**src/inc/flp_pkg.sv**
```systemverilog
// Shared constants, types and decode functions for the flash status and protection block.
package flp_pkg;
    // Clock and timing.
    localparam int CLK_MHZ = 25;
    localparam int SR_WRITE_NS = 1000;
    localparam logic [15:0] SR_WRITE_CNT = 16'((SR_WRITE_NS * CLK_MHZ + 999) / 1000);

    // Command codes.
    localparam logic [7:0] OP_WR_EN = 8'h06;
    localparam logic [7:0] OP_WR_DIS = 8'h04;
    localparam logic [7:0] OP_RD_SR0 = 8'h05;
    localparam logic [7:0] OP_RD_SR1 = 8'h35;
    localparam logic [7:0] OP_RD_SR2 = 8'h15;
    localparam logic [7:0] OP_WR_SR0 = 8'h01;
    localparam logic [7:0] OP_WR_SR1 = 8'h31;
    localparam logic [7:0] OP_WR_SR2 = 8'h11;
    localparam logic [7:0] OP_PROG = 8'h02;
    localparam logic [7:0] OP_SECT = 8'h20;
    localparam logic [7:0] OP_BLK = 8'hd8;
    localparam logic [7:0] OP_CHIP_A = 8'hc7;
    localparam logic [7:0] OP_CHIP_B = 8'h60;
    localparam logic [7:0] OP_LOCK = 8'h36;
    localparam logic [7:0] OP_UNLOCK = 8'h39;
    localparam logic [7:0] OP_RD_LOCK = 8'h3d;
    localparam logic [7:0] OP_LOCK_ALL = 8'h7e;
    localparam logic [7:0] OP_UNLOCK_ALL = 8'h98;

    // Status bit positions.
    localparam int B_WIP = 0;
    localparam int B_WEL = 1;
    localparam int B_BP = 2;
    localparam int B_GLO = 7;
    localparam int B_GHI = 8;
    localparam int B_QE = 9;
    localparam int B_PROGRAM_SUSPENDED_FLAG = 10;
    localparam int B_LK = 11;
    localparam int B_CMP = 14;
    localparam int B_ERASE_SUSPENDED_FLAG = 15;
    localparam int B_WPS = 18;
    localparam int B_DRV = 21;
    localparam int B_PFS = 23;
    localparam logic [1:0] DRV_RST = 2'h2;

    // Lock array and address geometry.
    localparam int LOCK_UNITS = 286;
    localparam logic [8:0] EDGE_UNITS = 9'h020;
    localparam logic [8:0] MID_BASE = 9'h01f;
    localparam logic [23:0] PAGE_MASK = 24'h0000ff;
    localparam logic [23:0] SECT_MASK = 24'h000fff;
    localparam logic [23:0] BLK_MASK = 24'h00ffff;

    typedef enum logic [1:0] {ARR_PROG, ARR_SECT, ARR_BLK, ARR_CHIP} flp_arr_t;
    typedef enum logic [2:0] {ST_IDLE, ST_CHECK, ST_LREAD, ST_SR, ST_ARR} flp_state_t;

    typedef struct packed {
        flp_state_t state;
        logic write_in_progress;
        logic write_enable_latch;
        logic [4:0] bp;
        logic glo;
        logic ghi;
        logic qe;
        logic cmp;
        logic protect_scheme_select;
        logic pfs;
        logic [2:0] lk;
        logic [1:0] drv;
        logic erase_suspended_flag;
        logic program_suspended_flag;
        logic [15:0] cnt;
        logic [23:0] addr;
        flp_arr_t op;
        logic [23:0] status;
        logic [7:0] rd_data;
        logic rd_valid;
        logic go;
        logic reject;
        logic ready;
    } flp_st_t;

    typedef struct packed {
        logic [LOCK_UNITS-1:0] bits;
        logic rd;
        logic grp;
        logic any;
    } flp_mem_t;

    // Maps an address to its lock unit: edge-block sectors first, then middle blocks.
    function automatic logic [8:0] unit_index(input logic [23:0] a);
        if (a[23:16] == 8'h00) begin
            return {5'h00, a[15:12]};
        end
        if (a[23:16] == 8'hff) begin
            return {5'h01, a[15:12]};
        end
        return {1'b0, a[23:16]} + MID_BASE;
    endfunction : unit_index

    // True when the address falls in the region chosen by the level bits and invert bit.
    function automatic logic bp_hit(input logic [23:0] a, input logic [4:0] bp, input logic cmp);
        logic [2:0] n;
        logic [24:0] sz;
        logic hit;
        n = bp[2:0];
        sz = bp[4] ? (25'h0000800 << ((n > 3'h4) ? 3'h4 : n)) : (25'h0020000 << n);
        if (n == 3'h0) begin
            hit = 1'b0;
        end else if (n == 3'h7) begin
            hit = 1'b1;
        end else if (!bp[3]) begin
            hit = {1'b0, a} >= (25'h1000000 - sz);
        end else begin
            hit = {1'b0, a} < sz;
        end
        return hit ^ cmp;
    endfunction : bp_hit

    // Packs the status word; reserved positions stay zero.
    function automatic logic [23:0] status_word(input flp_st_t s);
        logic [23:0] w;
        w = 24'h000000;
        w[B_WIP] = s.write_in_progress;
        w[B_WEL] = s.write_enable_latch;
        w[B_BP+:5] = s.bp;
        w[B_GLO] = s.glo;
        w[B_GHI] = s.ghi;
        w[B_QE] = s.qe;
        w[B_PROGRAM_SUSPENDED_FLAG] = s.program_suspended_flag;
        w[B_LK+:3] = s.lk;
        w[B_CMP] = s.cmp;
        w[B_ERASE_SUSPENDED_FLAG] = s.erase_suspended_flag;
        w[B_WPS] = s.protect_scheme_select;
        w[B_DRV+:2] = s.drv;
        w[B_PFS] = s.pfs;
        return w;
    endfunction : status_word
endpackage : flp_pkg

```
**src/hw/flp_lock_mem.sv**
```systemverilog
// Individual lock bit store with registered read, group and global summaries.
`timescale 1ns/1ps
module flp_lock_mem
    import flp_pkg::*;
(
    input wire logic clk_in,
    input wire logic reset_n_in,
    input wire logic wr_en_in,
    input wire logic wr_val_in,
    input wire logic [8:0] wr_idx_in,
    input wire logic all_en_in,
    input wire logic all_val_in,
    input wire logic [8:0] rd_idx_in,
    output logic rd_bit_out,
    output logic grp_out,
    output logic any_out
);
    flp_mem_t m_r;
    flp_mem_t m_nxt;

    always_comb begin
        m_nxt = m_r;
        if (all_en_in) begin
            m_nxt.bits = {LOCK_UNITS{all_val_in}};
        end else if (wr_en_in) begin
            m_nxt.bits[wr_idx_in] = wr_val_in;
        end
        // Reads see this cycle's write so a check right after a lock command is not stale.
        m_nxt.rd = m_nxt.bits[rd_idx_in];
        m_nxt.grp = (rd_idx_in < EDGE_UNITS) && (|m_nxt.bits[{rd_idx_in[4], 4'h0}+:16]);
        m_nxt.any = |m_nxt.bits;
    end

    always_ff @(posedge clk_in) begin
        if (!reset_n_in) begin
            m_r <= '{bits: {LOCK_UNITS{1'b1}}, rd: 1'b1, grp: 1'b1, any: 1'b1};
        end else begin
            m_r <= m_nxt;
        end
    end

    assign rd_bit_out = m_r.rd;
    assign grp_out = m_r.grp;
    assign any_out = m_r.any;
endmodule : flp_lock_mem

```
**src/hw/flp_status_guard.sv**
```systemverilog
// Status register, write-protection policy and lock command handling of the flash.
`timescale 1ns/1ps
// Function
// - Busy bit is high during program, erase or status write, else low.
// - With the enable latch clear, status writes, programs and erases are refused.
// - Five level bits, written only by status write, select a protected array region.
// - Level bits change only when hardware status protection is not in force.
// - Chip erase runs only with low three level bits and invert bit all zero; with scheme select 1 it needs every individual lock clear instead.
// - Invert with level 00001 protects 000000 to FBFFFF.
// - Invert with level 01001 protects 040000 to FFFFFF.
// - Invert with level 10001 protects all but the top 4KB sector.
// - Invert with level 11001 protects all but the bottom 4KB sector.
// - Separate locks for 32 edge-block sectors and the 254 other blocks.
// - Commands 36, 39, 3D lock, unlock and read the addressed unit.
// - Command 7E sets every individual lock bit.
// - Command 98 clears every individual lock bit.
// - The 24 status bits sit at their fixed positions.
// - Guard 00 accepts status writes whenever the enable latch is set.
// - Guard 01 locks status while the protect pin is low.
// - Guard 10 refuses status writes until power cycle, which returns 00.
// - Guard 11 refuses status writes permanently; here reset returns it to 00 as for guard 10.
// - Quad enable defaults 0; at 1 protect pin function is dropped.
// - Secure area locks are one-time settable, each bit individually; here reset clears them to 000.
// - Invert bit is read/write, default 0, and inverts the level region.
// - Scheme select 0 uses level bits, 1 uses individual locks.
// - All individual locks are set at reset.
// - Enable latch clears at reset, write disable, status write, program, erase.
module flp_status_guard
    import flp_pkg::*;
(
    input wire logic clk_in,
    input wire logic reset_n_in,
    input wire logic cmd_valid_in,
    input wire logic [7:0] cmd_code_in,
    input wire logic [23:0] cmd_addr_in,
    input wire logic [7:0] cmd_data_in,
    input wire logic write_protect_pin_in,
    input wire logic array_done_in,
    input wire logic erase_suspended_in,
    input wire logic program_suspended_in,
    output logic [23:0] status_out,
    output logic [7:0] rd_data_out,
    output logic rd_valid_out,
    output logic reject_out,
    output logic array_go_out,
    output flp_arr_t array_op_out,
    output logic [23:0] array_addr_out,
    output logic cmd_ready_out,
    output logic quad_mode_out,
    output logic [1:0] drive_strength_out,
    output logic pin_function_out
);
    flp_st_t st_r;
    flp_st_t st_nxt;
    logic lk_wr;
    logic lk_val;
    logic lk_all;
    logic lk_all_val;
    logic lk_bit;
    logic lk_grp;
    logic lk_any;
    logic sr_ok;
    logic locked;
    logic is_rd_sr;
    logic is_wr_sr;
    logic is_array;
    logic is_chip;
    logic [23:0] mask;

    flp_lock_mem u_lock (
        .clk_in(clk_in),
        .reset_n_in(reset_n_in),
        .wr_en_in(lk_wr),
        .wr_val_in(lk_val),
        .wr_idx_in(unit_index(cmd_addr_in)),
        .all_en_in(lk_all),
        .all_val_in(lk_all_val),
        .rd_idx_in(unit_index(cmd_addr_in)),
        .rd_bit_out(lk_bit),
        .grp_out(lk_grp),
        .any_out(lk_any)
    );

    always_comb begin
        st_nxt = st_r;
        st_nxt.rd_valid = 1'b0;
        st_nxt.go = 1'b0;
        st_nxt.reject = 1'b0;
        st_nxt.erase_suspended_flag = erase_suspended_in;
        st_nxt.program_suspended_flag = program_suspended_in;
        lk_wr = 1'b0;
        lk_val = 1'b0;
        lk_all = 1'b0;
        lk_all_val = 1'b0;
        is_rd_sr = cmd_code_in inside {OP_RD_SR0, OP_RD_SR1, OP_RD_SR2};
        is_wr_sr = cmd_code_in inside {OP_WR_SR0, OP_WR_SR1, OP_WR_SR2};
        is_array = cmd_code_in inside {OP_PROG, OP_SECT, OP_BLK};
        is_chip = cmd_code_in inside {OP_CHIP_A, OP_CHIP_B};
        // guard modes
        // The protect pin only counts while it is not a data line.
        sr_ok = !st_r.ghi && (!st_r.glo || write_protect_pin_in || st_r.qe);
        mask = (st_r.op == ARR_PROG) ? PAGE_MASK : (st_r.op == ARR_SECT) ? SECT_MASK : BLK_MASK;
        if (st_r.protect_scheme_select) begin
            locked = (st_r.op == ARR_BLK && (st_r.addr[23:16] == 8'h00 || st_r.addr[23:16] == 8'hff))
                ? lk_grp : lk_bit;
        end else begin
            locked = bp_hit(st_r.addr & ~mask, st_r.bp, st_r.cmp)
                | bp_hit(st_r.addr | mask, st_r.bp, st_r.cmp);
        end
        if (cmd_valid_in && is_rd_sr) begin
            // Status reads are served in every state but ST_LREAD, where the lock bit takes rd_data, so the host can poll the busy bit.
            unique case (cmd_code_in)
                OP_RD_SR0: st_nxt.rd_data = st_r.status[7:0];
                OP_RD_SR1: st_nxt.rd_data = st_r.status[15:8];
                default: st_nxt.rd_data = st_r.status[23:16];
            endcase
            st_nxt.rd_valid = 1'b1;
        end else if (cmd_valid_in && st_r.state != ST_IDLE) begin
            st_nxt.reject = 1'b1;
        end
        unique case (st_r.state)
            ST_IDLE: begin
                if (cmd_valid_in && !is_rd_sr) begin
                    if (cmd_code_in == OP_WR_EN) begin
                        st_nxt.write_enable_latch = 1'b1;
                    end else if (cmd_code_in == OP_WR_DIS) begin
                        st_nxt.write_enable_latch = 1'b0;
                    end else if ((is_wr_sr || is_array || is_chip) && !st_r.write_enable_latch) begin
                        st_nxt.reject = 1'b1;
                    end else if (is_wr_sr) begin
                        st_nxt.write_enable_latch = 1'b0;
                        if (!sr_ok) begin
                            st_nxt.reject = 1'b1;
                        end else begin
                            unique case (cmd_code_in)
                                OP_WR_SR0: begin
                                    st_nxt.glo = cmd_data_in[B_GLO];
                                    st_nxt.bp = cmd_data_in[B_BP+:5];
                                end
                                OP_WR_SR1: begin
                                    st_nxt.cmp = cmd_data_in[B_CMP-8];
                                    st_nxt.lk = st_r.lk | cmd_data_in[B_LK-8+:3];
                                    st_nxt.qe = cmd_data_in[B_QE-8];
                                    st_nxt.ghi = cmd_data_in[B_GHI-8];
                                end
                                default: begin
                                    st_nxt.pfs = cmd_data_in[B_PFS-16];
                                    st_nxt.drv = cmd_data_in[B_DRV-16+:2];
                                    st_nxt.protect_scheme_select = cmd_data_in[B_WPS-16];
                                end
                            endcase
                            st_nxt.write_in_progress = 1'b1;
                            st_nxt.cnt = SR_WRITE_CNT;
                            st_nxt.state = ST_SR;
                        end
                    end else if (is_array) begin
                        st_nxt.addr = cmd_addr_in;
                        st_nxt.op = (cmd_code_in == OP_PROG) ? ARR_PROG
                            : (cmd_code_in == OP_SECT) ? ARR_SECT : ARR_BLK;
                        st_nxt.state = ST_CHECK;
                    end else if (is_chip) begin
                        st_nxt.write_enable_latch = 1'b0;
                        if (st_r.protect_scheme_select ? lk_any : (st_r.bp[2:0] != 3'h0 || st_r.cmp)) begin
                            st_nxt.reject = 1'b1;
                        end else begin
                            st_nxt.op = ARR_CHIP;
                            st_nxt.addr = 24'h000000;
                            st_nxt.go = 1'b1;
                            st_nxt.write_in_progress = 1'b1;
                            st_nxt.state = ST_ARR;
                        end
                    end else if (cmd_code_in == OP_LOCK || cmd_code_in == OP_UNLOCK) begin
                        lk_wr = 1'b1;
                        lk_val = (cmd_code_in == OP_LOCK);
                    end else if (cmd_code_in == OP_RD_LOCK) begin
                        st_nxt.state = ST_LREAD;
                    end else if (cmd_code_in == OP_LOCK_ALL || cmd_code_in == OP_UNLOCK_ALL) begin
                        lk_all = 1'b1;
                        lk_all_val = (cmd_code_in == OP_LOCK_ALL);
                    end
                end
            end
            ST_CHECK: begin
                st_nxt.write_enable_latch = 1'b0;
                st_nxt.state = locked ? ST_IDLE : ST_ARR;
                st_nxt.reject = st_nxt.reject | locked;
                st_nxt.go = !locked;
                st_nxt.write_in_progress = !locked;
            end
            ST_LREAD: begin
                st_nxt.rd_data = {7'h00, lk_bit};
                st_nxt.rd_valid = 1'b1;
                st_nxt.state = ST_IDLE;
            end
            ST_SR: begin
                st_nxt.cnt = st_r.cnt - 16'h0001;
                if (st_r.cnt == 16'h0001) begin
                    st_nxt.write_in_progress = 1'b0;
                    st_nxt.state = ST_IDLE;
                end
            end
            ST_ARR: begin
                if (array_done_in) begin
                    st_nxt.write_in_progress = 1'b0;
                    st_nxt.state = ST_IDLE;
                end
            end
        endcase
        st_nxt.ready = (st_nxt.state == ST_IDLE);
        st_nxt.status = status_word(st_nxt);
    end

    always_ff @(posedge clk_in) begin
        if (!reset_n_in) begin
            st_r <= '{state: ST_IDLE, drv: DRV_RST, status: 24'h400000, ready: 1'b1,
                op: ARR_PROG, default: '0};
        end else begin
            st_r <= st_nxt;
        end
    end

    assign status_out = st_r.status;
    assign rd_data_out = st_r.rd_data;
    assign rd_valid_out = st_r.rd_valid;
    assign reject_out = st_r.reject;
    assign array_go_out = st_r.go;
    assign array_op_out = st_r.op;
    assign array_addr_out = st_r.addr;
    assign cmd_ready_out = st_r.ready;
    assign quad_mode_out = st_r.qe;
    assign drive_strength_out = st_r.drv;
    assign pin_function_out = st_r.pfs;
endmodule : flp_status_guard

```
**config.mk**
```make
export PLATFORM = sky130hd
export DESIGN_NAME = flp_status_guard
export DESIGN_NICKNAME = d
export VERILOG_FILES = /design/src/inc/flp_pkg.sv /design/src/hw/flp_lock_mem.sv /design/src/hw/flp_status_guard.sv
export SDC_FILE = /design/constraint.sdc
export NUM_CORES = 1
export LEC_CHECK = 0
export ABC_AREA = 1
export BUFFER_PORTS_ARGS = -buffer_cell sky130_fd_sc_hd__buf_2
export CORE_MARGIN = 3
export CORE_UTILIZATION = 45
export CTS_CLUSTER_DIAMETER = 80
export DETAILED_ROUTE_END_ITERATION = 8
export GPL_ROUTABILITY_DRIVEN = 1
export GPL_TIMING_DRIVEN = 1
export PLACE_DENSITY = 0.6
export SYNTH_ARGS = -nofsm -noshare
export SYNTH_HDL_FRONTEND = slang
export SYNTH_SLANG_ARGS = --single-unit
```
**constraint.sdc**
```tcl
create_clock -name clk_in -period 10 [get_ports clk_in]
set_input_delay 2 -clock clk_in [delete_from_list [all_inputs] [get_ports clk_in]]
set_output_delay 2 -clock clk_in [all_outputs]
set_load 0.02 [all_outputs]
```
After elaboration in Yosys (flattened, before gate mapping)
Cells that the tools add are included.
{ "totals": {"inputBits": 47, "word_cells": 262, "output_inout_bits": 66, "register_bits": 388} }
{ "op_classes": {"order_cmp": 8, "add_sub_neg": 3, "reduce_logical": 42, "n_eq_ne": 35, "n_mux": 131, "bitwise_logic": 13, "shifts": 3} }
{ "op_table": {"columns": ["op", "count"], "rows": [
  ["$mux W286", 2],
  ["$bwmux W286", 1],
  ["$reduce_or A286 Y1", 1],
  ["$shiftx A286 B6 Y16", 1],
  ["$mux W42", 4],
  ["$mux W16", 9],
  ["$mux W26", 4],
  ["$mux W1", 67],
  ["$ge A24 B25 Y1", 2],
  ["$lt A24 B25 Y1", 2],
  ["$eq A8 B6 Y1 const B", 6],
  ["$mux W21", 2],
  ["$eq A8 B8 Y1 const B", 5],
  ["$mux W9", 4],
  ["$pmux W16 S2", 1],
  ["$mux W2", 13],
  ["$mux W25", 1],
  ["$shl A12 B3 Y25 const A", 1],
  ["$shl A18 B3 Y25 const A", 1],
  ["$sub A25 B25 Y25 const A", 1],
  ["$and A24 B24 Y24", 1],
  ["$eq A8 B3 Y1 const B", 3],
  ["$mux W3", 8],
  ["$mux W4", 6],
  ["44 further kinds", 89]
]} }

Depth between registers and ports, before layout
Gate-level depths: netlist of the first run.
{ "depth": {"ltp_word": 17, "ltp_mapped": 31, "depth_no_buf": 29} }

Cells and area by module
Synthesis of the first run repeated with hierarchy kept, for this count alone.
{ "hier_totals": {"hier_cells": 3820, "hier_area_um2": 24257.0} }
{ "modules_own_cells": {"columns": ["module", "cells_per_inst", "seq_area_each_um2", "area_each_um2", "n_inst"], "rows": [
  ["flp_lock_mem", 2974, 5785.5, 18542.8, 1],
  ["flp_status_guard", 846, 1541.5, 5714.2, 1]
]} }

Worst setup path after synthesis of the first run
Ideal clock, no wire load.
{ "synth_path": {"path_type": "input port to flip-flop", "from": "input cmd_addr_in[16]", "to": "register u_lock.m_r, in the netlist u_lock.any_out", "path_buffers": 3, "slack_ns": 5.400, "path_stages": 21, "arrival_ns": 4.476, "required_ns": 9.876, "setup_ns": 0.124, "path_cell_list": "inv_1 -> ha_1 -> nand2_1 -> nor2_2 -> nand2_4 -> buf_6 -> nand3_1 -> nand2_4 -> nor2_4 -> buf_6 -> nand2_1 -> nor2_1 -> buf_2 -> nand3_1 -> nand3_1 -> nand2_1 -> or3_1 -> inv_1 -> nand4_1 -> nor3_1 -> nand3b_1"} }
{ "synth_via": {"elab_chain_cells": 13, "elab_cells_between_ends": 18, "classes_between": "add/sub (1); order compare (2); eq/ne (1); mux (11); reduce/logical (3)"} }
{ "synth_lines": {"columns": ["item", "line", "text"], "rows": [
  ["from (decl)", "flp_status_guard.sv:35", "input wire logic [23:0] cmd_addr_in,"],
  ["branches (longest 4 deep; another with $add A8 B5 Y9)", null, null],
  ["$mux W9 *", "flp_pkg.sv:93", "if (a[23:16] == 8'hff) begin"],
  ["$lt A9 B10 Y1 (not written as such) / $ge A9 B1 Y1 (equally long branches)", "flp_lock_mem.sv:26", "m_nxt.bits[wr_idx_in] = wr_val_in;"],
  ["$logic_and A1 B1 Y1 (not written as such)", "flp_lock_mem.sv:26", null],
  ["$mux W1 (not written as such)", "flp_lock_mem.sv:26", null],
  ["$demux W1 S9 *", null, null],
  ["$bwmux W286 *", "flp_lock_mem.sv:26", null],
  ["$mux W286 *", "flp_lock_mem.sv:25", "end else if (wr_en_in) begin"],
  ["$mux W286 *", "flp_lock_mem.sv:23", "if (all_en_in) begin"],
  ["$reduce_or A286 Y1 *", "flp_lock_mem.sv:31", "m_nxt.any = |m_nxt.bits;"],
  ["to (signal assigned)", "flp_lock_mem.sv:36", "m_r <= '{bits: {LOCK_UNITS{1'b1}}, rd: 1'b1, grp: 1'b1, any: 1'b1};"],
  ["to (signal assigned)", "flp_lock_mem.sv:38", "m_r <= m_nxt;"],
  ["to (decl)", "flp_lock_mem.sv:18", "flp_mem_t m_r;"]
]} }
Every way passes the cells marked *. The select of a mux whose other input is x is not followed.
A chain may end at the register's enable or synchronous reset.

Final worst setup path of the first run
{ "layout_path": {"from": "input cmd_code_in[7]", "to": "register u_lock.m_r, in the netlist u_lock.any_out"} }
{ "layout_via": {"elab_chain_cells": 15, "elab_cells_between_ends": 73, "classes_between": "eq/ne (18); mux (43); reduce/logical (12)"} }
{ "layout_lines": {"columns": ["item", "line", "text"], "rows": [
  ["from (decl)", "flp_status_guard.sv:34", "input wire logic [7:0] cmd_code_in,"],
  ["$eq A8 B6 Y1 (tied with other cells)", "flp_status_guard.sv:172, flp_status_guard.sv:174", null],
  ["$logic_or A1 B1 Y1, on equally long branches", "flp_status_guard.sv:172, flp_status_guard.sv:177", null],
  ["$mux W1, on equally long branches", "flp_status_guard.sv:172, flp_status_guard.sv:177", null],
  ["$mux W1, on equally long branches", "flp_status_guard.sv:161, flp_status_guard.sv:175", null],
  ["$mux W1, on equally long branches", "flp_status_guard.sv:156, flp_status_guard.sv:172", null],
  ["$mux W1, on equally long branches", "flp_status_guard.sv:130, flp_status_guard.sv:161", null],
  ["$mux W1, on equally long branches", "flp_status_guard.sv:128, flp_status_guard.sv:156", null],
  ["$mux W1, on equally long branches", "flp_status_guard.sv:126, flp_status_guard.sv:130", null],
  ["$mux W1, on equally long branches", "flp_status_guard.sv:124, flp_status_guard.sv:128", null],
  ["$mux W1, on equally long branches", "flp_status_guard.sv:123, flp_status_guard.sv:126", null],
  ["$mux W1, on equally long branches", "flp_status_guard.sv:121, flp_status_guard.sv:124", null],
  ["$bwmux W286 / $mux W1 (equally long branches)", "flp_lock_mem.sv:26, flp_status_guard.sv:123", null],
  ["$mux W286 / $mux W1 (equally long branches)", "flp_lock_mem.sv:25, flp_status_guard.sv:121", null],
  ["$mux W286 *", "flp_lock_mem.sv:23", null],
  ["$reduce_or A286 Y1 *", "flp_lock_mem.sv:31", null]
]} }
Mark *: on every way between the ends. The rest lies on a longest branch, timed or not.

==> results.yml, run 1 <==
clocking:
  htree_levels: 2
  cts_root_buf: "clkbuf_16"
  path_clk_slew_ns: 0.06
  clk_latency_ns: 0.61
  cts_sinks: 366
  ctsResizeCount: 0
  cts_tree: "yes"
  post_cts_buffers: 0
  clock_path_buffers: 3
  cts_made_buffers: 45
  cts-hold-fix-buffers: 0
run:
  max-cap-violations: 0
global_routing:
  gr-total-overflow: 0
  grt_pass1_wl_mm: 145
  grt_pass1_vias: 22800
  antenna_found_initial: 0
  grt_max_degree: 198
  grt_use_total_pct: 32.6
routing:
  drt_iter0_drc: 3311
  drt-pass1-iter-count: 6
  via_count: 26400
  wl_met3_mm: 10.1
  wl_met1_mm: 40.3
  routed_via_density: 5.96
  wl_met2_mm: 41.0
  wl_per_cell_um: 21.9
  ant_nets: 0
  drt-total-wl_mm: 97.0
  top_layer: "met4"
  drc_errors: 0
die:
  die_w_um: 240
  die_height_um: 240
  start_util_pct: 45.6
  core_area_sq_um: 54000
  io_pins: 113
  num_rows: 85
  die_area_sq_um: 57600
power_and_ir_drop:
  pwr_density_cell_nw_per_um2: 136
  power.switching_mw: 0.997
  leakage_nw: 12.0
  cellInternalPower_mw: 2.55
  power_mw: 3.55
  pwr-share-comb_pct: 11.1
  p_clk_share_pct: 47.5
  seqPwrFrac_pct: 41.4
  switching_share_pct: 28.1
  vdd_drop_max_mv: 0.129
layout:
  area_growth_pct: 5.90
  antenna_cells: 0
  layout.nets: 3786
  layout_common_cells: "1069 x nand2_1, 782 x nand3_1, 366 x dfxtp_1, 286 x inv_1, 157 x nor2_1"
  stdcell_count: 4429
  drive_gt1_share_pct: 9.78
  layout_commonest_cell: "nand2_1"
  fin_area_sq_um: 26100
critical_path:
  r2r_end: "u_lock.any_out"
  worst_r2r_path_depth: 16
  path_class: "input pin to flop"
  end_kind: "flop"
  slowest_delay_ns: 0.86
  worstPathArrival_ns: 7.20
  path_delay_family: "simple AND/OR/NAND/NOR gates"
  worstReg2RegStart: "st_r[99]"
  path_max_fanout: 129
  rrSetupSlack_ns: 4.58
  critPathSlowestCell: "nand2_1"
  critPathBufInv: 3
  setup.worst_path.start_class: "input pin"
  crit_top_cell: "nand2_1"
  cp_cell_sequence: "buf_2 > nor2_2 > nand2_1 > nor2_1 > nor2_1 > nor2_4 > buf_12 > nand2_1 > inv_2 > nand2_1 > nand2_1 > o21ai_0 > o21ai_1 > nand4_1 > nor4_1 > nand4_1 > nand3b_1"
  cp_data_required_time_ns: 10.50
synthesis:
  ys_warn_count: 0
  synth.ff_latch_count: 366
  synth_top_flop_cell: "dfxtp_1"
  ys_seq_area_share_pct: 29.7
  ys_types: 55
  synth_xor_area_share_pct: 0.142
  synth_compound_area_share_pct: 11.9
  async_flop_share_pct: 0
  synth_top_family_by_area: "simple AND/OR/NAND/NOR gates"
  synth_area_per_cell_sq_um: 6.40
  synthesis.area_sq_um: 24600
  synthSimpleGateAreaFrac_pct: 43.8
  synth_edf_count: 0
  synthAdderAreaFrac_pct: 2.03
  synthMuxAreaShare_pct: 0
  syn_inst: 3849
sta:
  tightest_slew_ns: 1.27
  finalClockSkew_ns: 0.0298
  rsz0062_at_grt: "false"
  fin_crit_sh_pct: 67.1
  setup_viol: 0
  fin_setup_tns_ns: 0
  slew_violations: 0
  hold_viol_final: 0
  period_minus_slack_ns: 6.71
  fmax_mhz: 149
  finalHoldWorstSlack_ns: 0.455
  maxSlewHeadroom_pct: 15.1
placement:
  place_inst: 4348
  place_hpwl_mm: 60.8
  gp_congestion: 0.964
  numPortBuffers: 108
  placed_area_sq_um: 24600
hold_path:
  min_path_cells: 2
  whs_endpoint: "array_addr_out[9]"
  hp-class: "flop to flop"
  holdCritStartpoint: "array_addr_out[9]"
outcome:
  status: "finished, final reports clean"
==> flip-flops by register name, indices dropped and copies added, names as in the netlist <==
name,flops
array_go_out,1
u_lock.grp_out,1
status_out,12
rd_valid_out,1
u_lock.rd_bit_out,1
reject_out,1
st_r,25
drive_strength_out,1
u_lock.any_out,1
array_op_out,2
rd_data_out,8
array_addr_out,24
u_lock.m_r,286
cmd_ready_out,1
pin_function_out,1
==> worst register-to-register path, delay by kind of cell (launching register included) <==
family	cells	cell delay [ns]
flip-flops	1	0.33
AO/OA/AOI/OAI	2	0.32
buffers and inverters	3	1.05
AND/OR/NAND/NOR	11	3.62
==> layout make-up <==
| type | count | area, sq um |
|---|---|---|
| fill | 5609 | 27900 |
| multi-input combinational | 2827 | 14300 |
| sequential | 366 | 7330 |
| clock buffer | 68 | 1370 |
| inverter | 312 | 1170 |
| timing repair buffer | 147 | 906 |
| tap | 696 | 871 |
| clock inverter | 13 | 124 |
==> power groups by stage <==
stage / sequential, mW / combinational, mW / clock, mW
2_1_floorplan: 1.50 / 0.255 / 0
3_3_place_gp: 1.50 / 0.382 / 0
3_5_place_dp: 1.50 / 0.380 / 0
4_1_cts: 1.47 / 0.381 / 1.70
5_1_grt: 1.47 / 0.421 / 1.76
6_report: 1.47 / 0.394 / 1.69
==> cells by family after synthesis <==
family | count (synthesis)
AO/OA/AOI/OAI | 457
adder cells (fa/ha/maj) | 40
other | 2
XOR/XNOR | 4
flip-flops | 366
buffers and inverters | 659
AND/OR/NAND/NOR | 2321
==> stage by stage <==
stage | utilization, % | setup slack [ns]
finish | 48.3 | 3.29
global route | 48.3 | 3.18
CTS | 48.3 | 3.58
detailed placement | 45.5 | 2.96
global placement | 45.5 | 2.94
floorplan | - | 5.40
==> worst max path at each step <==
| stage | startpoint | endpoint | slack [ns] | cells after the start |
|---|---|---|---|---|
| floorplan | cmd_addr_in[16] | u_lock.any_out | 5.40 | 21 |
| global placement | cmd_code_in[7] | u_lock.any_out | 2.94 | 16 |
| detailed placement | cmd_code_in[7] | u_lock.any_out | 2.96 | 16 |
| CTS | cmd_code_in[7] | u_lock.any_out | 3.58 | 16 |
| global route | cmd_code_in[7] | u_lock.any_out | 3.18 | 17 |
| finish | cmd_code_in[7] | u_lock.any_out | 3.29 | 17 |
==> Yosys cell counts (all sizes together) (35+ instances only) <==
cell	instances	area [sq um]
buf	248	1510
a21oi	108	544
inv	306	1150
clkbuf	99	372
ha	40	500
dfxtp	366	7330
o21ai	101	505
nand3	801	4100
a211oi	35	263
nand4	147	953
o21bai	154	1160
nand2	1104	4330
nor2	216	1080
==> metal layers <==
layer	vias up	GRT usage, %
li1	12500	-
met5	-	0
met3	297	6.37
met1	12200	44.7
met4	0	16.6
met2	1437	48.6
(Power assumes the default switching activity.)
==> inputs of run 2 (changes only) <==
--- a/config.mk
+++ b/config.mk
@@ -13,7 +13,7 @@
 export DETAILED_ROUTE_END_ITERATION = 8
 export GPL_ROUTABILITY_DRIVEN = 1
 export GPL_TIMING_DRIVEN = 1
-export PLACE_DENSITY = 0.6
+export PLACE_DENSITY = 0.63
 export SYNTH_ARGS = -nofsm -noshare
 export SYNTH_HDL_FRONTEND = slang
 export SYNTH_SLANG_ARGS = --single-unit
==> constraint.sdc (replaced) <==
create_clock -name clk_in -period 5.8 [get_ports clk_in]
set_input_delay 1.16 -clock clk_in [delete_from_list [all_inputs] [get_ports clk_in]]
set_output_delay 1.16 -clock clk_in [all_outputs]
set_load 0.02 [all_outputs]
==> run 2 against run 1 <==
Net effect:
- final cell count grew 1.7%
- clock power grew 67%
- register-to-register slack worse by 3.0 ns
- worst setup slack lost 2.3 ns
- via count grew 0.94%
- final area up 2.2%
- die area is the same
- worst hold slack got worse by 0.0027 ns
- count of clock-buffer cells in the layout up 3
- largest power group unchanged
==> results.yml, run 2 (same netlist as run 1, synthesis figures left out) <==
outcome:
  status: "finished, final reports clean"
layout:
  layout.nets: 3855
  regMostFlops: "u_lock.m_r"
  layout_common_cells: "1069 x nand2_1, 782 x nand3_1, 366 x dfxtp_1, 286 x inv_1, 157 x nor2_1"
  largest_register_ffs: 286
  drive_gt1_share_pct: 11.4
  area_growth_pct: 8.19
  utilization_pct: 49.3
  layout_commonest_cell: "nand2_1"
sta:
  finalClockSkew_ns: 0.0390
  fin_crit_sh_pct: 82.6
  hold_viol_final: 0
  tightest_slew_ns: 1.06
  period_minus_slack_ns: 4.79
  maxSlewHeadroom_pct: 29.2
  setup_viol: 0
  fmax_mhz: 209
  fin_setup_tns_ns: 0
  slew_violations: 0
  rsz0062_at_grt: "false"
critical_path:
  end_kind: "flop"
  slowest_delay_ns: 0.68
  rrSetupSlack_ns: 1.55
  setup.worst_path.start_class: "input pin"
  crit_top_cell: "nand2_1"
  worstPathArrival_ns: 5.28
  cp_cell_sequence: "buf_2 > nor2_2 > nand2_1 > nor2_1 > nor2_1 > nor2_4 > buf_12 > nand2_1 > o21ai_0 > o311ai_0 > nand2_1 > nand4_1 > nor4_1 > nand4_1 > nand3b_1"
  path_max_fanout: 98
  cp_data_required_time_ns: 6.29
  path_class: "input pin to flop"
  critPathSlowestCell: "nand2_1"
clocking:
  ctsResizeCount: 0
  cts_tree: "yes"
  cts-hold-fix-buffers: 0
  cts_sinks: 366
  post_cts_buffers: 0
  cts_root_buf: "clkbuf_16"
  clk_latency_ns: 0.61
  path_clk_slew_ns: 0.06
  cts_made_buffers: 46
  clock_path_buffers: 3
  htree_levels: 2
power_and_ir_drop:
  cellInternalPower_mw: 4.32
  switching_share_pct: 28.5
  power_mw: 6.05
  p_clk_share_pct: 46.6
  seqPwrFrac_pct: 42.0
  leakage_nw: 12.4
  pwr-share-comb_pct: 11.4
  power.switching_mw: 1.73
  vdd_drop_max_mv: 0.192
  pwr_density_cell_nw_per_um2: 227
global_routing:
  grt_max_degree: 137
  grt_pass1_vias: 23600
  grt_use_total_pct: 32.8
  grt_pass1_wl_mm: 147
  gr-total-overflow: 0
  antenna_found_initial: 4
die:
  die_height_um: 240
  io_pins: 113
  num_rows: 85
  die_w_um: 240
  core_area_sq_um: 54000
  start_util_pct: 45.6
  die_area_sq_um: 57600
placement:
  numPortBuffers: 108
  place_hpwl_mm: 62.6
  gp_congestion: 0.985
routing:
  drt_iter0_drc: 3417
  drc_errors: 0
  drt-total-wl_mm: 97.2
  wl_per_cell_um: 21.6
  routed_via_density: 5.91
  ant_nets: 0
  drt-pass1-iter-count: 5
  via_count: 26600
run:
  max-cap-violations: 0
hold_path:
  hp-class: "flop to flop"
run 2: final cells by class:
class                           count  area, sq um
Antenna cell                        5         12.5
Fill cell                        5660        27400
Sequential cell                   366         7330
Timing Repair Buffer              215         1500
Tap cell                          696          871
Clock inverter                     13         76.3
Clock buffer                       71         1370
Inverter                          312         1170
Multi-Input combinational cell   2827        14300
run 2: worst paths after layout:
check,endpoint,startpoint,depth (start not counted)
setup / recovery,u_lock.any_out,cmd_code_in[7],15
hold / removal,array_addr_out[10],array_addr_out[10],2
hold reg to reg,array_addr_out[10],array_addr_out[10],2
setup reg to reg,u_lock.any_out,st_r[99],14
run 2: metal layers:
layer | wire length, um | up-vias | track usage (%)
met4 | 6740 | 2 | 20.3
met3 | 10000 | 335 | 6.21
met1 | 38900 | 12300 | 43.5
met2 | 41600 | 1404 | 49.3
met5 | 11 | - | 0
li1 | - | 12700 | -
run 2: per-stage QoR:
step	cell area [sq um]	cells	worst slack, ns	hold slack, ns
2_1_floorplan	24700	3852	2.04	0.435
3_3_place_gp	25200	4416	0.522	0.443
3_5_place_dp	25200	4416	0.583	0.445
4_1_cts	26600	4500	1.21	0.455
5_1_grt	26700	4502	0.737	0.475
6_report	26700	4505	1.01	0.452
run 2: critical path, delay by kind of cell:
kind | cells | cell delay, ns
AND/OR/NAND/NOR | 11 | 2.97
buffers and inverters | 2 | 0.57
AO/OA/AOI/OAI | 2 | 0.54
run 2: power groups by stage:
stage / clock [mW] / sequential (mW) / combinational, mW
floorplan: 0 / 2.59 / 0.439
global placement: 0 / 2.59 / 0.668
detailed placement: 0 / 2.59 / 0.666
CTS: 2.86 / 2.54 / 0.669
global route: 2.95 / 2.54 / 0.737
finish: 2.82 / 2.54 / 0.691
